## src/design/ors_pkg.sv

```systemverilog
// Package with the map, field positions, reset values and timing counts
package ors_pkg;

   localparam logic [15:0] OFS_PROG_CTRL = 16'h001e;
   localparam logic [15:0] OFS_BOOT_CTRL = 16'h0020;
   localparam logic [15:0] OFS_OPTION    = 16'h002f;
   localparam logic [15:0] BOOT_ROM_LO   = 16'h1e00;
   localparam logic [15:0] BOOT_ROM_HI   = 16'h1fef;

   localparam int OPT_OSC_BIT     = 0;
   localparam int OPT_SEC_BIT     = 1;
   localparam int PRG_OPT_PWR_BIT = 2;
   localparam int BOOT_START_BIT  = 0;
   localparam int BOOT_VERIFY_BIT = 1;
   localparam int BOOT_ST_BUSY    = 0;
   localparam int BOOT_ST_VERIFY  = 1;
   localparam int BOOT_ST_MODE    = 2;

   localparam logic [7:0] OPT_LATCH_RST = 8'h00;
   localparam logic [7:0] OPT_CELL_RST  = 8'h00;
   localparam logic [7:0] UNDEF_DATA    = 8'hff;
   localparam logic [7:0] RDATA_RST     = 8'h00;

   localparam int CLK_PERIOD_NS  = 20;
   localparam int T_OPT_PGM_NS   = 4000;
   localparam int T_BYTE_PGM_NS  = 1000000;
   localparam logic [15:0] OPT_PGM_CYC =
      16'((T_OPT_PGM_NS + CLK_PERIOD_NS - 1) / CLK_PERIOD_NS);
   localparam int BYTE_PGM_CYC_DEF =
      (T_BYTE_PGM_NS + CLK_PERIOD_NS - 1) / CLK_PERIOD_NS;

   typedef enum logic [1:0] {
      ST_FILL0,
      ST_FILL1,
      ST_SAMPLE,
      ST_RUN
   } ors_rst_st_t;

   function automatic logic ors_in_boot_rom(input logic [15:0] a);
      ors_in_boot_rom = (a >= BOOT_ROM_LO) && (a <= BOOT_ROM_HI);
   endfunction : ors_in_boot_rom

endpackage : ors_pkg

```

## src/design/ors_tmr_if.sv

```systemverilog
// Interface between the main block and its programming-time counter
`timescale 1ns/1ns
interface ors_tmr_if;
   logic        run;
   logic [15:0] len;
   logic        done;
   modport ctl (output run, output len, input done);
   modport tmr (input run, input len, output done);
endinterface : ors_tmr_if

```

## src/design/ors_timer.sv

```systemverilog
// Programming-time counter: done after len-1 cycles of run
`timescale 1ns/1ns
module ors_timer
   import ors_pkg::*;
(
   input wire logic clk,
   input wire logic arst_n,
   ors_tmr_if.tmr   t
);

   typedef struct packed {
      logic [15:0] cnt;
      logic        done;
   } ors_tmr_st_t;

   ors_tmr_st_t s_ff;
   ors_tmr_st_t nxt_s;

   // Done rises early by one so the byte owner's power flag (arr_pgm_power) spans exactly len
   always_comb begin
      nxt_s = s_ff;
      if (!t.run) begin
         nxt_s.cnt  = 16'h0000;
         nxt_s.done = 1'b0;
      end else begin
         nxt_s.cnt = s_ff.cnt + 16'h0001;
         if (s_ff.cnt == t.len - 16'h0002) begin
            nxt_s.done = 1'b1;
         end
      end
   end

   always_ff @(posedge clk or negedge arst_n) begin
      if (!arst_n) begin
         s_ff <= '0;
      end else begin
         s_ff <= nxt_s;
      end
   end

   assign t.done = s_ff.done;

endmodule : ors_timer

```

## src/design/ors_top.sv

```systemverilog
// Option register, security gate, oscillator select and boot entry logic
`timescale 1ns/1ns
module ors_top
   import ors_pkg::*;
#(
   parameter int BYTE_PGM_CYC = BYTE_PGM_CYC_DEF
)
(
   input  wire logic        clk,
   input  wire logic        arst_n,
   input  wire logic [15:0] addr,
   input  wire logic [7:0]  wdata,
   input  wire logic        wr,
   input  wire logic        rd,
   output logic      [7:0]  rdata,
   input  wire logic        irq_vpp_at_test,
   input  wire logic        irq_vpp_present,
   input  wire logic        port_b1_capture,
   input  wire logic        arr_rd,
   input  wire logic [7:0]  arr_rdata_in,
   output logic      [7:0]  arr_rdata,
   output logic             arr_deny,
   input  wire logic        fetch_vld,
   input  wire logic [15:0] fetch_addr,
   output logic             boot_rom_sel,
   output logic             osc_pins_en,
   output logic             port_b23_en,
   output logic             opt_pgm_power,
   output logic             arr_pgm_power,
   output logic             boot_mode,
   output logic             cpu_run
);

   typedef struct packed {
      logic        irq_s1;
      logic        irq_s2;
      logic        pb1_s1;
      logic        pb1_s2;
      logic        vpp_s1;
      logic        vpp_s2;
      ors_rst_st_t st;
      logic        boot;
      logic        cpu_run;
      logic        osc_act;
      logic        sec_act;
      logic        osc_en;
      logic        pb_en;
      logic [7:0]  opt_latch;
      logic        option_program_power_bit;
      logic        byte_busy;
      logic        verify;
      logic [7:0]  rdata;
      logic [7:0]  arr_rdata;
      logic        arr_deny;
      logic        rom_sel;
   } ors_st_t;

   ors_st_t s_ff;
   ors_st_t nxt_s;
   // Cells are nonvolatile: the reset pin must leave them alone
   logic [7:0]  opt_cell_ff = OPT_CELL_RST;
   logic [7:0]  nxt_opt_cell;

   ors_tmr_if opt_t ();
   ors_tmr_if byte_t ();

   // Cells only see power while the pin really carries it
   assign opt_t.run  = s_ff.option_program_power_bit & s_ff.vpp_s2;
   assign opt_t.len  = OPT_PGM_CYC;
   assign byte_t.run = s_ff.byte_busy;
   assign byte_t.len = 16'(BYTE_PGM_CYC);

   ors_timer u_opt_tmr (
      .clk    (clk),
      .arst_n (arst_n),
      .t      (opt_t.tmr)
   );

   ors_timer u_byte_tmr (
      .clk    (clk),
      .arst_n (arst_n),
      .t      (byte_t.tmr)
   );

   always_comb begin
      logic [7:0] rv;
      logic       deny;
      rv    = 8'h00;
      deny  = 1'b0;
      nxt_s = s_ff;
      nxt_opt_cell = opt_cell_ff;
      nxt_s.irq_s1 = irq_vpp_at_test;
      nxt_s.irq_s2 = s_ff.irq_s1;
      nxt_s.pb1_s1 = port_b1_capture;
      nxt_s.pb1_s2 = s_ff.pb1_s1;
      nxt_s.vpp_s1 = irq_vpp_present;
      nxt_s.vpp_s2 = s_ff.vpp_s1;

      // Wait for the synchronisers to fill before trusting the straps
      case (s_ff.st)
         ST_FILL0: nxt_s.st = ST_FILL1;
         ST_FILL1: nxt_s.st = ST_SAMPLE;
         ST_SAMPLE: begin
            nxt_s.st      = ST_RUN;
            nxt_s.boot    = s_ff.irq_s2 & s_ff.pb1_s2;
            nxt_s.osc_act = opt_cell_ff[OPT_OSC_BIT];
            nxt_s.sec_act = opt_cell_ff[OPT_SEC_BIT];
            nxt_s.osc_en  = opt_cell_ff[OPT_OSC_BIT];
            nxt_s.pb_en   = ~opt_cell_ff[OPT_OSC_BIT];
            nxt_s.cpu_run = 1'b1;
         end
         ST_RUN: nxt_s.st = ST_RUN;
         default: nxt_s.st = ST_FILL0;
      endcase

      // Latch is frozen while power is on so the cells see stable data
      if (wr && addr == OFS_OPTION && !s_ff.option_program_power_bit) begin
         nxt_s.opt_latch = wdata;
      end
      if (wr && addr == OFS_PROG_CTRL) begin
         nxt_s.option_program_power_bit = wdata[PRG_OPT_PWR_BIT];
      end
      if (opt_t.done) begin
         nxt_opt_cell = s_ff.opt_latch;
      end

      // Single pass: after verify is set no byte program can start; a start in the same write as verify still runs
      if (byte_t.done) begin
         nxt_s.byte_busy = 1'b0;
      end
      if (wr && addr == OFS_BOOT_CTRL && s_ff.boot) begin
         if (wdata[BOOT_START_BIT] && !s_ff.verify
             && !s_ff.byte_busy) begin
            nxt_s.byte_busy = 1'b1;
         end
         if (wdata[BOOT_VERIFY_BIT] && !s_ff.byte_busy) begin
            nxt_s.verify = 1'b1;
         end
      end

      case (addr)
         OFS_OPTION:    rv[OPT_OSC_BIT] = s_ff.osc_act;
         OFS_PROG_CTRL: rv[PRG_OPT_PWR_BIT] = s_ff.option_program_power_bit;
         OFS_BOOT_CTRL: begin
            rv[BOOT_ST_BUSY]   = s_ff.byte_busy;
            rv[BOOT_ST_VERIFY] = s_ff.verify;
            rv[BOOT_ST_MODE]   = s_ff.boot;
         end
         default: rv = 8'h00;
      endcase
      nxt_s.rdata = rd ? rv : RDATA_RST;

      deny = arr_rd & s_ff.sec_act & s_ff.boot;
      nxt_s.arr_deny  = deny;
      nxt_s.arr_rdata = deny ? UNDEF_DATA : arr_rdata_in;
      nxt_s.rom_sel   = fetch_vld & s_ff.boot
                        & ors_in_boot_rom(fetch_addr);
   end

   always_ff @(posedge clk or negedge arst_n) begin
      if (!arst_n) begin
         s_ff           <= '0;
         s_ff.st        <= ST_FILL0;
         s_ff.pb_en     <= 1'b1;
         s_ff.opt_latch <= OPT_LATCH_RST;
         s_ff.rdata     <= RDATA_RST;
      end else begin
         s_ff <= nxt_s;
      end
   end

   always_ff @(posedge clk) begin
      opt_cell_ff <= nxt_opt_cell;
   end

   assign rdata         = s_ff.rdata;
   assign arr_rdata     = s_ff.arr_rdata;
   assign arr_deny      = s_ff.arr_deny;
   assign boot_rom_sel  = s_ff.rom_sel;
   assign osc_pins_en   = s_ff.osc_en;
   assign port_b23_en   = s_ff.pb_en;
   assign opt_pgm_power = s_ff.option_program_power_bit;
   assign arr_pgm_power = s_ff.byte_busy;
   assign boot_mode     = s_ff.boot;
   assign cpu_run       = s_ff.cpu_run;

   // Helper: length of the current array power pulse
   logic [31:0] pw_cnt_ff;
   always_ff @(posedge clk or negedge arst_n) begin
      if (!arst_n) begin
         pw_cnt_ff <= 32'h0;
      end else begin
         pw_cnt_ff <= s_ff.byte_busy ? pw_cnt_ff + 32'h1 : 32'h0;
      end
   end

   property p_sec_deny;
      @(posedge clk) disable iff (!arst_n)
      arr_rd && boot_mode && s_ff.sec_act
      |=> arr_deny && arr_rdata == UNDEF_DATA;
   endproperty
   a_sec_deny: assert property (p_sec_deny)
      else $error("secured array read not refused");

   property p_sec_pass;
      @(posedge clk) disable iff (!arst_n)
      arr_rd && !(boot_mode && s_ff.sec_act)
      |=> !arr_deny && arr_rdata == $past(arr_rdata_in);
   endproperty
   a_sec_pass: assert property (p_sec_pass)
      else $error("permitted array read altered");

   property p_osc_swap;
      @(posedge clk) disable iff (!arst_n)
      cpu_run |-> osc_pins_en != port_b23_en
                  && (!$past(cpu_run) || $stable(osc_pins_en));
   endproperty
   a_osc_swap: assert property (p_osc_swap)
      else $error("oscillator and port pins not exclusive");

   property p_opt_read;
      @(posedge clk) disable iff (!arst_n)
      rd && addr == OFS_OPTION
      |=> rdata[OPT_OSC_BIT] == osc_pins_en && !rdata[OPT_SEC_BIT];
   endproperty
   a_opt_read: assert property (p_opt_read)
      else $error("option register read wrong");

   property p_boot_entry;
      @(posedge clk) disable iff (!arst_n)
      $rose(cpu_run)
      |-> boot_mode == ($past(s_ff.irq_s2) && $past(s_ff.pb1_s2));
   endproperty
   a_boot_entry: assert property (p_boot_entry)
      else $error("boot entry strap mismatch");

   property p_rom_sel;
      @(posedge clk) disable iff (!arst_n)
      fetch_vld && boot_mode |=> boot_rom_sel
         == $past(ors_in_boot_rom(fetch_addr));
   endproperty
   a_rom_sel: assert property (p_rom_sel)
      else $error("boot ROM window select wrong");

   property p_byte_time;
      @(posedge clk) disable iff (!arst_n)
      $fell(arr_pgm_power) |-> pw_cnt_ff == 32'(BYTE_PGM_CYC);
   endproperty
   a_byte_time: assert property (p_byte_time)
      else $error("byte programming time wrong");

   property p_one_pass;
      @(posedge clk) disable iff (!arst_n)
      s_ff.verify && !arr_pgm_power |=> !arr_pgm_power;
   endproperty
   a_one_pass: assert property (p_one_pass)
      else $error("byte programmed after verify began");

   property p_opt_power;
      @(posedge clk) disable iff (!arst_n)
      wr && addr == OFS_PROG_CTRL
      |=> opt_pgm_power == $past(wdata[PRG_OPT_PWR_BIT]);
   endproperty
   a_opt_power: assert property (p_opt_power)
      else $error("option power bit not following write");

   property p_sample_first;
      @(posedge clk) disable iff (!arst_n)
      $rose(cpu_run) |-> $past(s_ff.st) == ST_SAMPLE
                         && osc_pins_en == $past(opt_cell_ff[OPT_OSC_BIT]);
   endproperty
   a_sample_first: assert property (p_sample_first)
      else $error("run released before option sampling");

   c_boot: cover property (@(posedge clk) disable iff (!arst_n)
      $rose(cpu_run) && boot_mode);
   c_deny: cover property (@(posedge clk) disable iff (!arst_n)
      arr_deny);
   c_opt_pgm: cover property (@(posedge clk) disable iff (!arst_n)
      opt_t.done);
   c_byte: cover property (@(posedge clk) disable iff (!arst_n)
      $fell(arr_pgm_power));

endmodule : ors_top

```

## config.mk

```make
export PLATFORM = sky130hd
export DESIGN_NAME = ors_top
export DESIGN_NICKNAME = d
export VERILOG_FILES = /design/src/design/ors_pkg.sv /design/src/design/ors_tmr_if.sv /design/src/design/ors_timer.sv /design/src/design/ors_top.sv
export SDC_FILE = /design/constraint.sdc
export NUM_CORES = 1
export LEC_CHECK = 0
export BUFFER_PORTS_ARGS = -buffer_cell sky130_fd_sc_hd__buf_2
export CORE_MARGIN = 1
export CORE_UTILIZATION = 35
export CTS_BUF_LIST = sky130_fd_sc_hd__clkbuf_8 sky130_fd_sc_hd__clkbuf_16
export DETAILED_ROUTE_END_ITERATION = 10
export REMOVE_ABC_BUFFERS = 1
export SLEW_MARGIN = 0
export SYNTH_ARGS = -nofsm -noshare
export SYNTH_HDL_FRONTEND = slang
export SYNTH_HIERARCHICAL = 1
export SYNTH_SLANG_ARGS = --single-unit
```

## constraint.sdc

```tcl
create_clock -name clk -period 1.5 [get_ports clk]
set_input_delay 0.3 -clock clk [delete_from_list [all_inputs] [get_ports clk]]
set_output_delay 0.3 -clock clk [all_outputs]
set_load 0.005 [all_outputs]
```

[Yosys cells after proc, flatten, opt, wreduce, memory -nomap -nowiden]
Cells that the tools add are included.
Word-level totals
  bits in registers: 67
  input bits: 57
  output and inout bits: 24
  word-level logic and storage cells: 75
Operators by class
  add/sub/neg operators: 2
  $lt $le $gt $ge: 2
  equality and inequality tests: 10
  muxes and demuxes: 14
  bitwise operators: 7
  reductions and logical operators: 15
Operators by type and width (number)
  $mux W17: 2
  $add A16 B1 Y16 const B: 2
  $eq A16 B6 Y1 const B: 2
  $eq A16 B16 Y1 const B: 1
  $eq A16 B5 Y1 const B: 1
  $eq A16 B8 Y1 const B: 1
  $ge A16 B13 Y1 const B: 1
  $le A16 B13 Y1 const B: 1
  $logic_and A1 B1 Y1: 9
  $mux W8: 1
  $and A1 B1 Y1: 6
  $mux W1: 6
  $pmux W2 S3: 1
  $eq A2 B2 Y1 const B: 2
  $pmux W1 S2: 2
  $logic_not A1 Y1: 3
  $mux W3: 1
  $eq A2 B1 Y1 const B: 1
  $logic_not A2 Y1: 1
  $mux W2: 1
  $ne A2 B1 Y1 const B: 1
  $ne A2 B2 Y1 const B: 1
  $reduce_and A2 Y1: 1
  $reduce_or A2 Y1: 1
  $not A1 Y1: 1

[Logic depth before layout (Yosys ltp)]
  word-level depth: 5
  mapped depth: 8
  gate-level depth less buffers: 7

[By module]
The synthesis kept the hierarchy.
Modules (own cells, without submodules)
  ors_timer: times used 2, cells each 150, area each 1328.8 um^2, seq. area each 425.4 um^2
  ors_top: times used 1, cells each 110, area each 1355.0 um^2, seq. area each 837.1 um^2

[Worst setup path before layout]
OpenSTA, ideal clock, no wires.
  path type: input port to flip-flop
  from: in addr[7]
  to: reg s_ff[21] in the netlist's numbering
  setup time: 128 ps
  arrival time: 1735 ps
  data required time: 1372 ps
  slack: -362 ps
  stages: 4
  buffers on the path: 0
  cells stage by stage: or4_1 -> or3_4 -> nor3_4 -> mux2_1
On the way
  cells in the longest elaborated chain, start to end: 3
Ends and longest elaborated chain
  from (decl): RTL line ors_top.sv:11  | input wire logic [15:0] addr,
  $eq A16 B6 Y1: RTL line ors_top.sv:117  | if (wr && addr == OFS_OPTION && !s_ff.option_program_power_bit) begin
  $logic_and A1 B1 Y1 (2 in series): RTL line ors_top.sv:117
  to (signal assigned): RTL line ors_top.sv:168  | s_ff <= nxt_s;
  to (decl): RTL line ors_top.sv:58  | ors_st_t s_ff;
Every way passes these cells.
A chain may end at the register's enable or synchronous reset.

[Worst setup path in the final report]
  from: in addr[8]
  to: reg s_ff[21] in the netlist's numbering
Same word-level chain as after synthesis.

==> out/metrics.yaml <==
worst_hold_path:
  hold_class: "input port to register"
  hold_depth: 1
  holdPathEnd: "nxt_s[41]"
  hp-start: "irq_vpp_at_test"
yosys:
  yosys.area.top_type: "dfrtp_1"
  synth_top_family_by_area: "simple AND/OR/NAND/NOR gates"
  syn_inst: 410
  synth-compound-area-share_pct: 6.985
  ys_warn_count: 6
  yosysUniqueCellTypes: 55
  synth_seq_area_share_pct: 42.06
  synthSimpleGateAreaFrac_pct: 27.53
  ys_async_sr_fraction_pct: 97.01
  synth_mux_area_share_pct: 2.401
  synthFlopType: "dfrtp_1"
  syn_area_per_cell_um2: 9.787
  synth_edf_count: 2
  synth_adder_area_share_pct: 1.247
  yosys_register_bits: 67
  synth_area_leaders: "dfrtp_1 40%, xnor2_1 9.2%, xor2_1 5.2%"
  synth_xor_area_share_pct: 14.41
  synth.top_cell.area_share_pct: 39.91
  syn-cell-area_um2: 4013
clock_network:
  cts_made_buffers: 9
  clk_transition_reported_paths_ns: 0.05
  htree_levels: 3
  clock_sinks: 67
  clock_path_buffers: 2
  clock_latency_ns: 0.33
  cts_root_buf: "clkbuf_16"
  cts_tree: "built"
placement:
  hpwl_mm: 6.457
  dp.cells: 742
  place_area_um2: 5085
  place_congestion: 0.7986
  io_buffer_count: 66
sta:
  worst_slack_ns: -0.1562
  min_period_ns: 1.656
  finalSetupViolations: 9
  min_period_over_period_pct: 110.4
  fmax_mhz: 603.8
  hold_viol: 0
  drv_slew: 0
  fin_skew_ns: 0.005836
  rsz0062_at_grt: "true"
  fin_tns_setup_ns: -0.6543
  hold_slack_ns: 0.07870
cells_and_area:
  final_cells: 772
  fill_cells: 1004
  design_area_um2: 5698
  num_antenna_cells: 0
  drive_above_1_share_pct: 27.85
  area_growth_pct: 42.00
  nets: 688
setup_path:
  required_ns: 1.71
  critPathSlowestCell: "or4_4"
  worstReg2RegStart: "u_opt_tmr/s_ff[6]"
  path_buf_inv: 1
  reg2reg_slack_ns: -0.04
  crit_family: "simple AND/OR/NAND/NOR gates"
  cp_max_fo: 3
  crit_type: "input port to register"
  end_kind: "register"
  reg2reg_to: "u_opt_tmr/t.done"
  reg2reg_depth: 6
  path_cells: "buf_6, or4_4, or3_4, nor3_4, mux2_4"
  critPathMaxStageDelay_ns: 0.52
  startpoint_type: "input port"
  crit_arrival_ns: 1.86
floorplanning:
  start_util_pct: 36.53
  ios: 81
  die_y_um: 109.1
  num_rows: 38
  dieArea_um2: 11900
  core_um2: 10980
  die_w_um: 109.1
drt:
  wl_per_cell_um: 11.38
  avgViaCountPerCell: 4.380
  drc: 0
  drt_iter0_drc: 115
  finalWirelength_mm: 8.784
  vias: 3381
  firstDrtPassIters: 4
  ant_nets: 0
power:
  p_leak_nw: 2.752
  peakVddDrop_uv: 558.3
  power.density_nw_per_um2: 786.6
  power.total_mw: 4.482
global_route:
  grt_pass1_wl_mm: 14.72
  grt_util_all_layers_pct: 15.82
  grt_pass1_vias: 3346
  grt_max_degree: 42
  gr-total-overflow: 0
  antenna_found_initial: 0
outcome:
  status: "finished with violations"
  violations: "setup timing"
flow_run:
  drv_cap: 0
-- synthesized netlist by cell type, types with 4 or more instances --
cell type and instances:
a21boi_0 4, a21oi_1 4, and2_1 25, and3_1 6, buf_2 4, buf_4 16, clkbuf_1 8, dfrtp_1 64
ha_1 4, inv_1 10, mux2i_1 4, nand2_1 23, nand2b_1 12, nand3_1 26, nand3b_1 6, nand4_1 11
nor2_1 18, nor3_1 9, nor4_1 4, o211ai_1 4, o21ai_0 13, o31ai_1 4, or3_1 6, xnor2_1 42
xor2_1 24
-- where the power goes --
part | switching (mW) | internal (mW)
registers | 0.00716 | 1.84
logic | 0.207 | 0.166
clock network | 0.798 | 1.46
-- placed cells by master (no fill, tap or decap), types with 3 or more instances in the layout --
cell       instances
and2_1            25
buf_6              3
nand2b_1          12
clkbuf_16          9
a21oi_1            4
o211ai_1           4
conb_1           117
nor4b_1            3
dfrtp_1           63
or3_1              6
and3_1             6
o31ai_1            3
nand3_1           19
mux2_2             3
nor3_4             7
nor3_1             7
nand2_1           23
buf_2             65
mux2i_1            4
ha_1               3
a21boi_1           3
xnor2_1           38
and4_4             4
o21ai_0           13
nor3b_1            3
nand3_2            5
xnor2_2            3
inv_1             10
nand4b_1           3
buf_4             49
nor2_1            18
nand3b_1           6
xor2_1            24
nor4_2             4
nand4_1           11
-- through the flow --
stage                     setup slack [ns]  utilization [%]
after floorplan                    -0.3623                -
after global placement             -0.4937            46.30
after detailed placement           -0.5455            46.30
after CTS                          -0.1479            50.30
after global routing               -0.1583            51.88
final                              -0.1562            51.88
-- worst register-to-register path, delay by kind of cell, from the launching register on --
kind	cells	cell delay, ns
compound gates	2	0.31
xor+xnor	1	0.13
buf+inv	1	0.13
flops	1	0.40
simple gates	2	0.48
-- layer usage --
layer / global-route usage, % / vias up / share of wire, %
met4: 4.633 / 0 / 1.2
li1: - / 1724 / -
met1: 18.27 / 1575 / 44
met5: 0 / - / 0
met2: 29.29 / 72 / 51
met3: 3.048 / 10 / 4.2
-- sequential cells by signal, indices dropped and copies added (netlist names) --
| name | count |
|---|---|
| u_opt_tmr/t.done | 1 |
| nxt_s | 3 |
| s_ff | 9 |
| arr_rdata | 8 |
| port_b23_en | 1 |
| u_opt_tmr/s_ff | 16 |
| cpu_run | 1 |
| arr_deny | 1 |
| osc_pins_en | 1 |
| boot_rom_sel | 1 |
| opt_cell_ff | 2 |
| boot_mode | 1 |
| arr_pgm_power | 1 |
| opt_pgm_power | 1 |
| rdata | 3 |
| u_byte_tmr/t.done | 1 |
| u_byte_tmr/s_ff | 16 |
-- how the worst max path moves through the flow --
stage	start	end	slack, ns	depth (start not counted)
floorplan	addr[7]	s_ff[21]	-0.36	4
detailed placement	addr[7]	s_ff[21]	-0.55	5
global route	addr[8]	s_ff[21]	-0.16	5
global placement	addr[7]	s_ff[22]	-0.49	5
CTS	addr[8]	s_ff[21]	-0.15	5
finish	addr[8]	s_ff[21]	-0.16	5
-- layout make-up --
type	count	area (um2)	share of cell area [%]
clock buffer	9	225.2	3.953
multi-input combinational	420	2715	47.65
inverter	10	37.54	0.6588
timing repair buffer	119	757.0	13.29
sequential	67	1689	29.64
clock inverter	7	98.84	1.735
tap	140	175.2	3.074
-- kinds of logic after synthesis --
family | count (synthesis)
xor gates and xnor gates | 66
adders and majority gates | 4
muxes | 9
DFF | 67
other | 2
AOI/OAI and AO/OA | 43
buffers and inverters | 38
and+or+nand+nor | 181
-- what timing repair did --
item                                   CTS  global route
setup buffers                            1            12
hold buffers                             1             0
endpoints found under the hold margin   10             0
setup endpoints to repair               18            17
gates resized for setup                 18            18
pin swaps                               14            24
Power figures use the tool's default switching activity.
